--- src/include/field_decode_pkg.sv ---
// package for the control-structure field identifier decoder
// constants, capability and result carriers shared by design and bench
package field_decode_pkg;

	// identifier bit positions
	localparam int ACC_BIT      = 0;
	localparam int IDX_LO       = 1;
	localparam int IDX_HI       = 9;
	localparam int CLS_LO       = 10;
	localparam int CLS_HI       = 11;
	localparam int WID_LO       = 13;
	localparam int WID_HI       = 14;

	// width codes in bits 14:13
	localparam logic [1:0] WID_64   = 2'h1;
	localparam logic [1:0] WID_32   = 2'h2;

	// class codes in bits 11:10
	localparam logic [1:0] CLS_CTRL  = 2'h0;
	localparam logic [1:0] CLS_RO    = 2'h1;
	localparam logic [1:0] CLS_GUEST = 2'h2;
	localparam logic [1:0] CLS_HOST  = 2'h3;

	// mapped identifiers, full-access form
	localparam logic [31:0] ID_ENCLAVE_EXIT_BITMAP = 32'h0000202E;
	localparam logic [31:0] ID_TIMESTAMP_MULT      = 32'h00002032;
	localparam logic [31:0] ID_GUEST_PHYS_ADDR     = 32'h00002400;
	localparam logic [31:0] ID_LINK_POINTER        = 32'h00002800;
	localparam logic [31:0] ID_DEBUG_CONTROL       = 32'h00002802;
	localparam logic [31:0] ID_GUEST_PAGE_ATTR     = 32'h00002804;
	localparam logic [31:0] ID_GUEST_EXT_FEATURE   = 32'h00002806;
	localparam logic [31:0] ID_GUEST_PERF_CTRL     = 32'h00002808;
	localparam logic [31:0] ID_PDP_ENTRY_FIRST     = 32'h0000280A;
	localparam logic [31:0] ID_PDP_ENTRY_LAST      = 32'h00002810;
	localparam logic [31:0] ID_BOUNDS_CONFIG       = 32'h00002812;
	localparam logic [31:0] ID_HOST_PAGE_ATTR      = 32'h00002C00;
	localparam logic [31:0] ID_HOST_EXT_FEATURE    = 32'h00002C02;
	localparam logic [31:0] ID_HOST_PERF_CTRL      = 32'h00002C04;
	localparam logic [31:0] ID_CTRL32_FIRST        = 32'h00004000;
	localparam logic [31:0] ID_CTRL32_PLAIN_LAST   = 32'h0000401A;
	localparam logic [31:0] ID_TASK_PRIORITY       = 32'h0000401C;
	localparam logic [31:0] ID_SECONDARY_CTRL      = 32'h0000401E;
	localparam logic [31:0] ID_PAUSE_LOOP_GAP      = 32'h00004020;
	localparam logic [31:0] ID_PAUSE_LOOP_WINDOW   = 32'h00004022;

	// reset value of the result index
	localparam logic [8:0] IDX_RESET = 9'h000;

	typedef enum logic [1:0] {
		FIELD_CONTROL,
		FIELD_READ_ONLY,
		FIELD_GUEST,
		FIELD_HOST
	} field_class_t;

	typedef enum logic [1:0] {
		SIZE_NONE,
		SIZE_32,
		SIZE_64
	} field_size_t;

	// which optional 1-settings the core supports
	typedef struct packed {
		logic enclave_instruction_exit;
		logic timestamp_counter_scaling;
		logic extended_page_table;
		logic entry_load_page_attr;
		logic exit_save_page_attr;
		logic entry_load_ext_feature;
		logic exit_save_ext_feature;
		logic entry_load_perf_ctrl;
		logic entry_load_bounds;
		logic exit_clear_bounds;
		logic exit_load_page_attr;
		logic exit_load_ext_feature;
		logic exit_load_perf_ctrl;
		logic task_priority_shadow;
		logic secondary_activation;
		logic pause_loop_exit;
	} capability_t;

	typedef struct packed {
		logic [31:0] id;
		logic        write;
	} request_t;

	typedef struct packed {
		logic         valid;
		logic         supported;
		logic         write_refused;
		field_size_t  size;
		field_class_t cls;
		logic [8:0]   index;
		logic         upper_half;
	} result_t;

endpackage

--- src/verilog/field_decoder.sv ---
// field identifier decoder for the virtual-machine control structure
// assumes requests and capability bits come from logic on the same clock; capabilities stay static
// How it works
// [RULE_01] class 0 in bits 11:10 is control
// [RULE_02] class 1 is read-only; writes refused
// [RULE_03] class 2 is guest state
// [RULE_04] class 3 is host state
// [RULE_05] bits 9:1 pick the field index
// [RULE_06] width code 2 means 32-bit field
// [RULE_07] 32-bit fields need bit 0 clear
// [RULE_08] width code 1 means 64-bit field
// [RULE_09] 64-bit odd identifier accesses upper half
// [RULE_10] read-only 64-bit: guest physical address only
// [RULE_11] enclave bitmap and timestamp multiplier mapped
// [RULE_12] those two depend on their controls
// [RULE_13] guest link, debug, attr, feature, perf mapped
// [RULE_14] guest page-dir entries and bounds mapped
// [RULE_15] physical address, page-dir entries need paging
// [RULE_16] guest attr/feature/bounds need entry or exit
// [RULE_17] host attr, feature, perf need exit loads
// [RULE_18] 32-bit controls 4000 through 4008 mapped
// [RULE_19] 32-bit controls 400A through 401A mapped
// [RULE_20] priority threshold, secondary controls are optional
// [RULE_21] pause-loop fields need pause-loop exiting
// [RULE_22] unmapped, absent or odd 32-bit flagged
`timescale 1ns/1ns

module field_decoder (
	input  wire logic                        i_ref_clk,
	input  wire logic                        i_arst_n,
	input  wire logic                        i_clk_en,
	input  wire logic                        i_req_valid,
	input  wire field_decode_pkg::request_t  i_req,
	input  wire field_decode_pkg::capability_t i_cap,
	output logic                             o_valid,
	output logic                             o_supported,
	output logic                             o_write_refused,
	output field_decode_pkg::field_size_t    o_size,
	output field_decode_pkg::field_class_t   o_class,
	output logic [8:0]                       o_index,
	output logic                             o_upper_half
);

	typedef struct packed {
		field_decode_pkg::result_t res;
	} state_t;

	state_t state;
	state_t next_state;

	// class code in bits 11:10; every code names a class
	function automatic field_decode_pkg::field_class_t class_of(input logic [1:0] code);
		field_decode_pkg::field_class_t k;
		case (code)
			field_decode_pkg::CLS_CTRL: begin
				k = field_decode_pkg::FIELD_CONTROL; // RULE_01
			end
			field_decode_pkg::CLS_RO: begin
				k = field_decode_pkg::FIELD_READ_ONLY; // RULE_02
			end
			field_decode_pkg::CLS_GUEST: begin
				k = field_decode_pkg::FIELD_GUEST; // RULE_03
			end
			field_decode_pkg::CLS_HOST: begin
				k = field_decode_pkg::FIELD_HOST; // RULE_04
			end
			default: begin
				k = field_decode_pkg::FIELD_CONTROL;
			end
		endcase
		return k;
	endfunction

	// width code in bits 14:13; 16-bit and natural-width belong elsewhere
	function automatic field_decode_pkg::field_size_t size_of(input logic [1:0] code);
		field_decode_pkg::field_size_t s;
		case (code)
			field_decode_pkg::WID_64: begin
				s = field_decode_pkg::SIZE_64; // RULE_08
			end
			field_decode_pkg::WID_32: begin
				s = field_decode_pkg::SIZE_32; // RULE_06
			end
			default: begin
				s = field_decode_pkg::SIZE_NONE;
			end
		endcase
		return s;
	endfunction

	// 64-bit control fields of this block, even identifier
	function automatic logic exists_ctrl64(input logic [31:0]                  id,
	                                       input field_decode_pkg::capability_t c);
		logic ok;
		ok = 1'b0;
		case (id)
			field_decode_pkg::ID_ENCLAVE_EXIT_BITMAP: begin
				ok = c.enclave_instruction_exit; // RULE_11 RULE_12
			end
			field_decode_pkg::ID_TIMESTAMP_MULT: begin
				ok = c.timestamp_counter_scaling; // RULE_11 RULE_12
			end
			default: begin
				// earlier control entries are decoded by a neighbouring block
				ok = 1'b0;
			end
		endcase
		return ok;
	endfunction

	// the single 64-bit read-only field
	function automatic logic exists_ro64(input logic [31:0]                  id,
	                                     input field_decode_pkg::capability_t c);
		logic ok;
		ok = 1'b0;
		case (id)
			field_decode_pkg::ID_GUEST_PHYS_ADDR: begin
				ok = c.extended_page_table; // RULE_10 RULE_15
			end
			default: begin
				ok = 1'b0; // RULE_10
			end
		endcase
		return ok;
	endfunction

	// 64-bit guest-state fields; entry or exit side alone is enough
	function automatic logic exists_guest64(input logic [31:0]                  id,
	                                        input field_decode_pkg::capability_t c);
		logic ok;
		ok = 1'b0;
		case (id)
			field_decode_pkg::ID_LINK_POINTER: begin
				ok = 1'b1; // RULE_13
			end
			field_decode_pkg::ID_DEBUG_CONTROL: begin
				ok = 1'b1; // RULE_13
			end
			field_decode_pkg::ID_GUEST_PAGE_ATTR: begin
				ok = c.entry_load_page_attr | c.exit_save_page_attr; // RULE_13 RULE_16
			end
			field_decode_pkg::ID_GUEST_EXT_FEATURE: begin
				ok = c.entry_load_ext_feature | c.exit_save_ext_feature; // RULE_13 RULE_16
			end
			field_decode_pkg::ID_GUEST_PERF_CTRL: begin
				// only an entry-side load control exists for this one
				ok = c.entry_load_perf_ctrl; // RULE_13
			end
			field_decode_pkg::ID_BOUNDS_CONFIG: begin
				ok = c.entry_load_bounds | c.exit_clear_bounds; // RULE_14 RULE_16
			end
			default: begin
				// four page-dir entries in steps of two; caller passes even ids only
				if (id >= field_decode_pkg::ID_PDP_ENTRY_FIRST &&
				    id <= field_decode_pkg::ID_PDP_ENTRY_LAST) begin
					ok = c.extended_page_table; // RULE_14 RULE_15
				end
			end
		endcase
		return ok;
	endfunction

	// 64-bit host-state fields, each tied to its exit load control
	function automatic logic exists_host64(input logic [31:0]                  id,
	                                       input field_decode_pkg::capability_t c);
		logic ok;
		ok = 1'b0;
		case (id)
			field_decode_pkg::ID_HOST_PAGE_ATTR: begin
				ok = c.exit_load_page_attr; // RULE_17
			end
			field_decode_pkg::ID_HOST_EXT_FEATURE: begin
				ok = c.exit_load_ext_feature; // RULE_17
			end
			field_decode_pkg::ID_HOST_PERF_CTRL: begin
				ok = c.exit_load_perf_ctrl; // RULE_17
			end
			default: begin
				ok = 1'b0;
			end
		endcase
		return ok;
	endfunction

	// 64-bit existence, split by class so each table stays small
	function automatic logic exists64(input logic [31:0]                  id,
	                                  input field_decode_pkg::capability_t c);
		logic ok;
		ok = 1'b0;
		case (id[field_decode_pkg::CLS_HI:field_decode_pkg::CLS_LO])
			field_decode_pkg::CLS_CTRL: begin
				ok = exists_ctrl64(id, c);
			end
			field_decode_pkg::CLS_RO: begin
				ok = exists_ro64(id, c);
			end
			field_decode_pkg::CLS_GUEST: begin
				ok = exists_guest64(id, c);
			end
			field_decode_pkg::CLS_HOST: begin
				ok = exists_host64(id, c);
			end
			default: begin
				ok = 1'b0;
			end
		endcase
		return ok;
	endfunction

	// 32-bit control fields; the optional ones sit at the top of the table
	function automatic logic exists_ctrl32(input logic [31:0]                  id,
	                                       input field_decode_pkg::capability_t c);
		logic ok;
		ok = 1'b0;
		case (id)
			field_decode_pkg::ID_TASK_PRIORITY: begin
				ok = c.task_priority_shadow; // RULE_20
			end
			field_decode_pkg::ID_SECONDARY_CTRL: begin
				ok = c.secondary_activation; // RULE_20
			end
			field_decode_pkg::ID_PAUSE_LOOP_GAP: begin
				ok = c.pause_loop_exit; // RULE_21
			end
			field_decode_pkg::ID_PAUSE_LOOP_WINDOW: begin
				ok = c.pause_loop_exit; // RULE_21
			end
			default: begin
				// caller has already refused odd identifiers
				if (id >= field_decode_pkg::ID_CTRL32_FIRST &&
				    id <= field_decode_pkg::ID_CTRL32_PLAIN_LAST) begin
					ok = 1'b1; // RULE_18 RULE_19
				end
			end
		endcase
		return ok;
	endfunction

	// 32-bit existence; other classes are decoded by a neighbouring block
	function automatic logic exists32(input logic [31:0]                  id,
	                                  input field_decode_pkg::capability_t c);
		logic ok;
		ok = 1'b0;
		if (id[field_decode_pkg::ACC_BIT]) begin
			ok = 1'b0; // RULE_07
		end else if (id[field_decode_pkg::CLS_HI:field_decode_pkg::CLS_LO] ==
		             field_decode_pkg::CLS_CTRL) begin
			ok = exists_ctrl32(id, c); // RULE_18 RULE_19
		end
		return ok;
	endfunction

	// one request in, one result out; nothing here depends on state
	function automatic field_decode_pkg::result_t decode(
		input field_decode_pkg::request_t    r,
		input field_decode_pkg::capability_t c
	);
		field_decode_pkg::result_t res;
		logic [31:0]               even_id;
		logic [1:0]                wid;
		logic [1:0]                cls;
		logic                      mapped;
		even_id        = {r.id[31:1], 1'b0};
		wid            = r.id[field_decode_pkg::WID_HI:field_decode_pkg::WID_LO];
		cls            = r.id[field_decode_pkg::CLS_HI:field_decode_pkg::CLS_LO];
		mapped         = 1'b0;
		res.valid      = 1'b1;
		res.size       = size_of(wid);
		res.cls        = class_of(cls);
		res.index      = r.id[field_decode_pkg::IDX_HI:field_decode_pkg::IDX_LO]; // RULE_05
		res.upper_half = 1'b0;
		case (wid)
			field_decode_pkg::WID_64: begin
				// both halves share existence of the even identifier
				res.upper_half = r.id[field_decode_pkg::ACC_BIT]; // RULE_09
				mapped         = exists64(even_id, c); // RULE_09
			end
			field_decode_pkg::WID_32: begin
				mapped = exists32(r.id, c); // RULE_07
			end
			default: begin
				mapped = 1'b0; // RULE_22
			end
		endcase
		res.supported     = mapped; // RULE_22
		// refusal only reported for fields that would otherwise exist
		res.write_refused = mapped && r.write && cls == field_decode_pkg::CLS_RO; // RULE_02
		return res;
	endfunction

	always_comb begin
		next_state           = state;
		next_state.res.valid = 1'b0;
		if (i_req_valid) begin
			next_state.res = decode(i_req, i_cap);
		end
	end

	always_ff @(posedge i_ref_clk or negedge i_arst_n) begin
		if (!i_arst_n) begin
			state.res.valid         <= 1'b0;
			state.res.supported     <= 1'b0;
			state.res.write_refused <= 1'b0;
			state.res.size          <= field_decode_pkg::SIZE_NONE;
			state.res.cls           <= field_decode_pkg::FIELD_CONTROL;
			state.res.index         <= field_decode_pkg::IDX_RESET;
			state.res.upper_half    <= 1'b0;
		end else if (i_clk_en) begin
			state <= next_state;
		end
	end

	assign o_valid         = state.res.valid;
	assign o_supported     = state.res.supported;
	assign o_write_refused = state.res.write_refused;
	assign o_size          = state.res.size;
	assign o_class         = state.res.cls;
	assign o_index         = state.res.index;
	assign o_upper_half    = state.res.upper_half;

endmodule

--- config.mk ---
export PLATFORM = sky130hd
export DESIGN_NAME = field_decoder
export DESIGN_NICKNAME = d
export VERILOG_FILES = /design/src/include/field_decode_pkg.sv /design/src/verilog/field_decoder.sv
export SDC_FILE = /design/constraint.sdc
export NUM_CORES = 1
export LEC_CHECK = 0
export BUFFER_PORTS_ARGS = -buffer_cell sky130_fd_sc_hd__buf_2
export CORE_MARGIN = 2
export CORE_UTILIZATION = 30
export CTS_BUF_LIST = sky130_fd_sc_hd__clkbuf_4
export DETAILED_ROUTE_END_ITERATION = 7
export SLEW_MARGIN = 5
export SYNTH_ARGS = -nofsm -noshare
export SYNTH_HDL_FRONTEND = slang
export SYNTH_SLANG_ARGS = --single-unit
--- constraint.sdc ---
create_clock -name i_ref_clk -period 0.95 [get_ports i_ref_clk]
set_input_delay 0.2375 -clock i_ref_clk [delete_from_list [all_inputs] [get_ports i_ref_clk]]
set_output_delay 0.2375 -clock i_ref_clk [all_outputs]
set_load 0.05 [all_outputs]
Yosys cells after proc, flatten, opt, wreduce, memory -nomap -nowiden. Cells that the tools add are included.

Shift-type cells: 0. Add/sub/neg operators: 0. Div/mod/pow operators: 0. Bitwise gates (word level): 3. Reductions and logical operators: 8. Mux-type cells: 16. Eq/ne operators: 21. Order comparisons: 4. Multiply operators: 0.

Operators by type and width (number): 31-bit by 13-bit equality test with 1-bit output (second input constant) (12); 32-bit by 15-bit equality test with 1-bit output (second input constant) (4); 32-bit by 14-bit >= comparator with 1-bit output (second input constant) (1); 32-bit by 15-bit >= comparator with 1-bit output (second input constant) (1); 32-bit by 14-bit <= comparator with 1-bit output (second input constant) (1); 32-bit by 15-bit <= comparator with 1-bit output (second input constant) (1); 17-bit 2-to-1 mux (1); 2-bit one-hot mux with 4 select lines (1); 1-bit 2-to-1 mux (7); 2-bit equality test (second input constant) (3); 1-bit one-hot mux with 3 select lines (2); 1-bit one-hot mux with 5 select lines (1); 2-bit by 1-bit equality test with 1-bit output (second input constant) (2); 1-bit logical AND (4); 1-bit one-hot mux with 2 select lines (2); 1-bit one-hot mux with 4 select lines (1); 2-bit one-hot mux with 2 select lines (1); 2-bit OR reduction (2); 1-bit bitwise OR (3); 2-bit zero test (1); 2-bit AND reduction (1).

Bits of input ports: 53. Bits in read-only memories: 0. Memories kept: 0. Bits in writable memories: 0. Latch bits: 0. Output and inout port bits: 17. Bits in registers: 17.

Longest topological paths before layout.
Word-level depth: 11. Mapped depth: 8. Mapped depth without buffers: 7.

Worst setup path after synthesis. OpenSTA, ideal clock, no wires.

Path kind: input to register. Start: in i_req[2] (netlist bit). End: reg state, in the netlist o_supported. Path buffers: 2. Data arrival time: 1.448 ns. Library setup time: 0.092 ns. Setup slack: -0.590 ns. Stages on the path: 6. Data required time: 0.858 ns. Cell sequence: buf_2 buf_2 o32a_1 o41ai_1 a21oi_1 o31ai_2.

Word-level cells in the longest chain between the ends: 8. Elaborated cells between the ends (all ways): 36. Classes of those cells: order compare (4); eq/ne (16); mux (12); reduce/logical (4).

Ends and longest elaborated chain: from (decl) (line field_decoder.sv:33) `input wire field_decode_pkg::request_t i_req,`; 32-bit by 15-bit >= comparator with 1-bit output or 32-bit by 15-bit <= comparator with 1-bit output (tied branches) (line field_decoder.sv:230, field_decoder.sv:231); 1-bit logical AND (line field_decoder.sv:230) `if (id >= field_decode_pkg::ID_CTRL32_FIRST &&`; 1-bit 2-to-1 mux (line field_decoder.sv:230); 1-bit one-hot mux with 3 select lines (line field_decoder.sv:215) `case (id)`; 1-bit 2-to-1 mux (line field_decoder.sv:246) `end else if (id[field_decode_pkg::CLS_HI:field_decode_pkg::CLS_LO] ==`; 1-bit 2-to-1 mux (line field_decoder.sv:244) `if (id[field_decode_pkg::ACC_BIT]) begin`; 1-bit one-hot mux with 2 select lines * (line field_decoder.sv:272) `case (wid)`; 1-bit 2-to-1 mux * (line field_decoder.sv:294) `if (i_req_valid) begin`; to (signal assigned) (line field_decoder.sv:309) `state <= next_state;`; to (decl) (line field_decoder.sv:48) `state_t state;`.

Every way passes the cells marked *; elsewhere a longest branch is shown, timed or not. The select of a mux whose other input is x is not followed. A chain may end at the register's enable or synchronous reset.

Worst setup path after layout.
Start: in i_req[8] (netlist bit). End: reg state, in the netlist o_supported.

The elaborated chain is that of the path after synthesis.

==> results.md <==
- The flow ran to the end, but the final reports show violations.
- The final reports fail on negative setup slack.
- The number of nets in the synthesized netlist is 193.
- The clock input transition at the sequential cells of the worst setup and hold paths is 0.09 ns.
- The power per cell area is 1060 nW/um^2.
- The count of buffers added on input and output ports is 69.
- Data on the critical path arrives at its endpoint at 1.64 ns.
- The register share of total power is 36.4%.
- The number of warnings printed during yosys synthesis is 0.
- The path with the worst hold slack has its endpoint at o_write_refused$_DFFE_PN0P_.
- The number of setup violations in the final report is 19.
- Detailed placement ended at an HPWL of 3080 microns.
- Counting flops with an async set or reset pin after synthesis yields a share of 100%.
- The TritonCTS clock tree is built.
- The number of nets with antenna violations after detailed routing is 0.
- The floorplan step set the die height to 67.8 microns.
- The detailed-route wire length per cell is 13.1 microns.
- The worst-case clock buffer depth is 2.
- The share of total power dissipated in combinational logic is 46.1%.
- The pin count of the biggest net entering global routing is 18.
- The static leakage is 1.07 nW.
- The final net count is 308.
- Row generation in the floorplan step produced 23 rows.
- The tree built by TritonCTS fans out to 17 sinks.
- The highest clock rate is 0.698 GHz.
- The total routing usage reported by global routing is 17.5%.
- A synthesized cell averages 8.97 sq um.
- The endpoint identified for the worst register-to-register timing path is o_supported$_DFFE_PN0P_.
- The pre-CTS setup slack is -0.761 ns.
- Counting tap cells, the placed design contains a total of 285 instances.
- The number of cells traversed by the worst hold path is 2.
- The clock reaches the later pin of the worst-skew pair after 0.28 ns.
- Cells with a size suffix above 1 make up 64.0% of the layout.
- For this block, the routed nets add up to 3920 microns of wire.
- Once layout is complete, the cells apart from fillers number 300.
- The wire length of the first global-routing pass is 6150 microns.
- The count of final hold-check violations is 0.
- The via count normalized by instance count is 4.98.
- The logic depth of the worst register-to-register path is 3.
- The register bit total from synthesis is 17.
- The region available for standard cell placement spans 3940 sq um.
- Of all nets on the critical path, the largest fanout is 3.
- Measured on the finished design, the core utilization comes to 57.2%.
- The switching power is 0.000877 W.
- The post-synthesis cell type count is 41.
- In this run the number of H-tree levels came out at 1.
- Subtracting the final worst setup slack from the clock period gives 1.43 ns.
- The worst-case vdd ir drop is 0.445 mV.
- The remaining routing DRC violations is 0.
- The worst flop-to-flop path startpoint is o_supported$_DFFE_PN0P_.
- The worst pin sits at a relative slew slack of 74.1%.
- Once the floorplan was initialized, standard cells occupied 30.9% of the core.
- The global route total overflow is 0.
- Of the total power, the share spent switching nets is 36.6%.
- The required time of the worst setup path is 1.15 ns.
- The number of placed I/O pins is 70.
- The final-report max-slew violation count came to 0.
- In the synthesized netlist the dominant register cell turns out to be dfrtp_1.
- The die is 67.8 microns wide.
- The cell area after synthesis is 1220 sq um.
- The share of the clock period used by the worst path after layout is 151%.
- Yosys mapped a number of flops with a built-in enable equal to 0.
- The number of iterations in the first detailed-routing pass is 4.
- Synthesis produced 136 cells.
- Internal power comes to 0.00152 W.
- The worst setup path is launched from an input port.
- The total vias in the final route is 1,494.
- Setup repair after global routing could not meet its margin everywhere.
- The die covers 4590 sq um.
- The congestion estimate from routability-driven global placement came to 0.908.
- The number of antenna violations at the first check in global routing is 0.
- For flop-to-flop paths, the worst setup slack is 0.04 ns.
- The slew of the pin with the lowest slew margin is 0.389 ns.
- Across all setup checks in the final design, the least slack found is -0.482 ns.
- In the final timing run, aggregate negative setup slack is -3.21 ns.
- In this run the most critical hold path is launched from i_req[12].
- The antenna cell count is 0.
- The classification of the worst-slack hold path is in2reg.
- The number of DRC markers after the initial detailed-route iteration is 40.
- The via count of the first global-routing pass is 1,387.
- The root buffer cell is clkbuf_4.
- Max-cap violations in this run came to 0.
- Across the routed clock network, the largest skew measured is 0 ns.
- The worst setup path is of the in2reg kind.
- After synthesis, flip-flops and latches occupy 34.9% of the total area.
- The share of power burned in the clock network is 17.4%.
- The layout overhead on the synthesized area is 84.7%.
- The type of destination of the critical path is a register.
- The clock buffer count from CTS is 3.
[cell usage after synthesis (2+ instances only)]
library cell / instances / area share [%]
dfrtp_1: 17 / 35
nand2_1: 14 / 4.3
mux2_2: 9 / 8.3
inv_1: 8 / 2.5
o21ai_0: 8 / 3.3
nor2_1: 7 / 2.2
buf_2: 6 / 2.5
nand3_1: 6 / 2.5
nor3_1: 5 / 2.1
nor4_1: 5 / 2.6
a21oi_1: 4 / 1.6
ha_1: 4 / 4.1
mux2i_1: 4 / 3.3
nor4b_1: 4 / 2.9
nand4_1: 3 / 1.5
a2bb2oi_1: 2 / 1.4
a31oi_1: 2 / 1.0
and3_1: 2 / 1.0
nand2b_1: 2 / 1.0
nor3b_1: 2 / 1.2
o41ai_1: 2 / 1.4
[cells by family after synthesis]
kind of cell               synth area share, %
DFF                                       34.9
adders and majority gates                 4.10
and+or+nand+nor                           27.8
AOI/OAI and AO/OA                         16.1
muxes                                     11.6
buffers and inverters                     5.54
[per-stage QoR]
step	total power [W]	cell area (sq um)	hold WS, ns
final	0.00240	2250	0.151
after global routing	0.00254	2250	0.142
after CTS	0.00237	2110	0.142
after detailed placement	0.00177	1890	0.181
after global placement	0.00176	1890	0.177
after floorplan	0.00140	1260	-0.0581
[routing by layer]
metal  part of all wire [%]  wire [microns]  global-route usage (%)
met1                     44            1730                    23.9
met2                     50            1970                    29.7
met3                    4.8             186                    1.50
met4                   0.69              27                    4.50
met5                      0               0                       0
[power by group through the flow]
stage | Sequential [W] | Clock, W | Combinational (W)
detailed placement | 0.000870 | 0 | 0.000899
global route | 0.000883 | 0.000474 | 0.00118
CTS | 0.000875 | 0.000443 | 0.00105
finish | 0.000873 | 0.000418 | 0.00111
global placement | 0.000867 | 0 | 0.000889
floorplan | 0.00117 | 0 | 0.000232
[critical path, cell delays in order]
cell and delay (ns):
buf_8 0.10, nor3_4 0.18, buf_6 0.13, buf_6 0.09, nand2_4 0.04, or4b_1 0.50, and4_4 0.20, o31ai_4 0.15
[how the worst max path moves through the flow]
| stage | slack, ns | cells after the start | to | start |
|---|---|---|---|---|
| global route | -0.52 | 7 | o_supported$_DFFE_PN0P_ | i_req[9] |
| finish | -0.48 | 8 | o_supported$_DFFE_PN0P_ | i_req[8] |
| global placement | -0.75 | 6 | o_supported$_DFFE_PN0P_ | i_req[12] |
| CTS | -0.39 | 6 | o_supported$_DFFE_PN0P_ | i_req[27] |
| detailed placement | -0.76 | 7 | o_supported$_DFFE_PN0P_ | i_req[2] |
| floorplan | -0.54 | 5 | o_supported$_DFFE_PN0P_ | i_req[11] |
[area by class of cell]
| class | instances | area (sq um) |
|---|---|---|
| Clock buffer | 4 | 30.0 |
| Fill cell | 365 | 1690 |
| Inverter | 8 | 30.0 |
| Multi-Input combinational cell | 103 | 820 |
| Sequential cell | 17 | 437 |
| Tap cell | 50 | 62.6 |
| Timing Repair Buffer | 118 | 875 |
[sequential cells by signal (all words and copies together) (netlist names)]
register	flops
o_index	9
o_write_refused	1
o_upper_half	1
o_valid	1
o_class	2
o_supported	1
o_size	2
[repair_timing]
item,in CTS,in global routing
endpoints found under the setup margin,19,19
resized for setup,41,27
endpoints found under the hold margin,17,0
pin swaps,3,9
setup buffers,5,5
hold buffers,1,0
[cells in the final DEF (no fill, tap or decap), types with 4 or more instances in the layout]
| cell | netlist | routed |
|---|---|---|
| inv_1 | 8 | 8 |
| clkbuf_4 | 0 | 4 |
| buf_4 | 0 | 46 |
| buf_2 | 6 | 46 |
| buf_6 | 0 | 23 |
| mux2_2 | 9 | 9 |
| nand2_1 | 14 | 12 |
| nor3_1 | 5 | 5 |
| dfrtp_2 | 0 | 9 |
| o21ai_0 | 8 | 8 |
| dfrtp_1 | 17 | 8 |
| mux2i_1 | 4 | 4 |
| nand3_1 | 6 | 6 |
| nor2_1 | 7 | 6 |
Note: power is estimated with default switching activity, not from simulation.
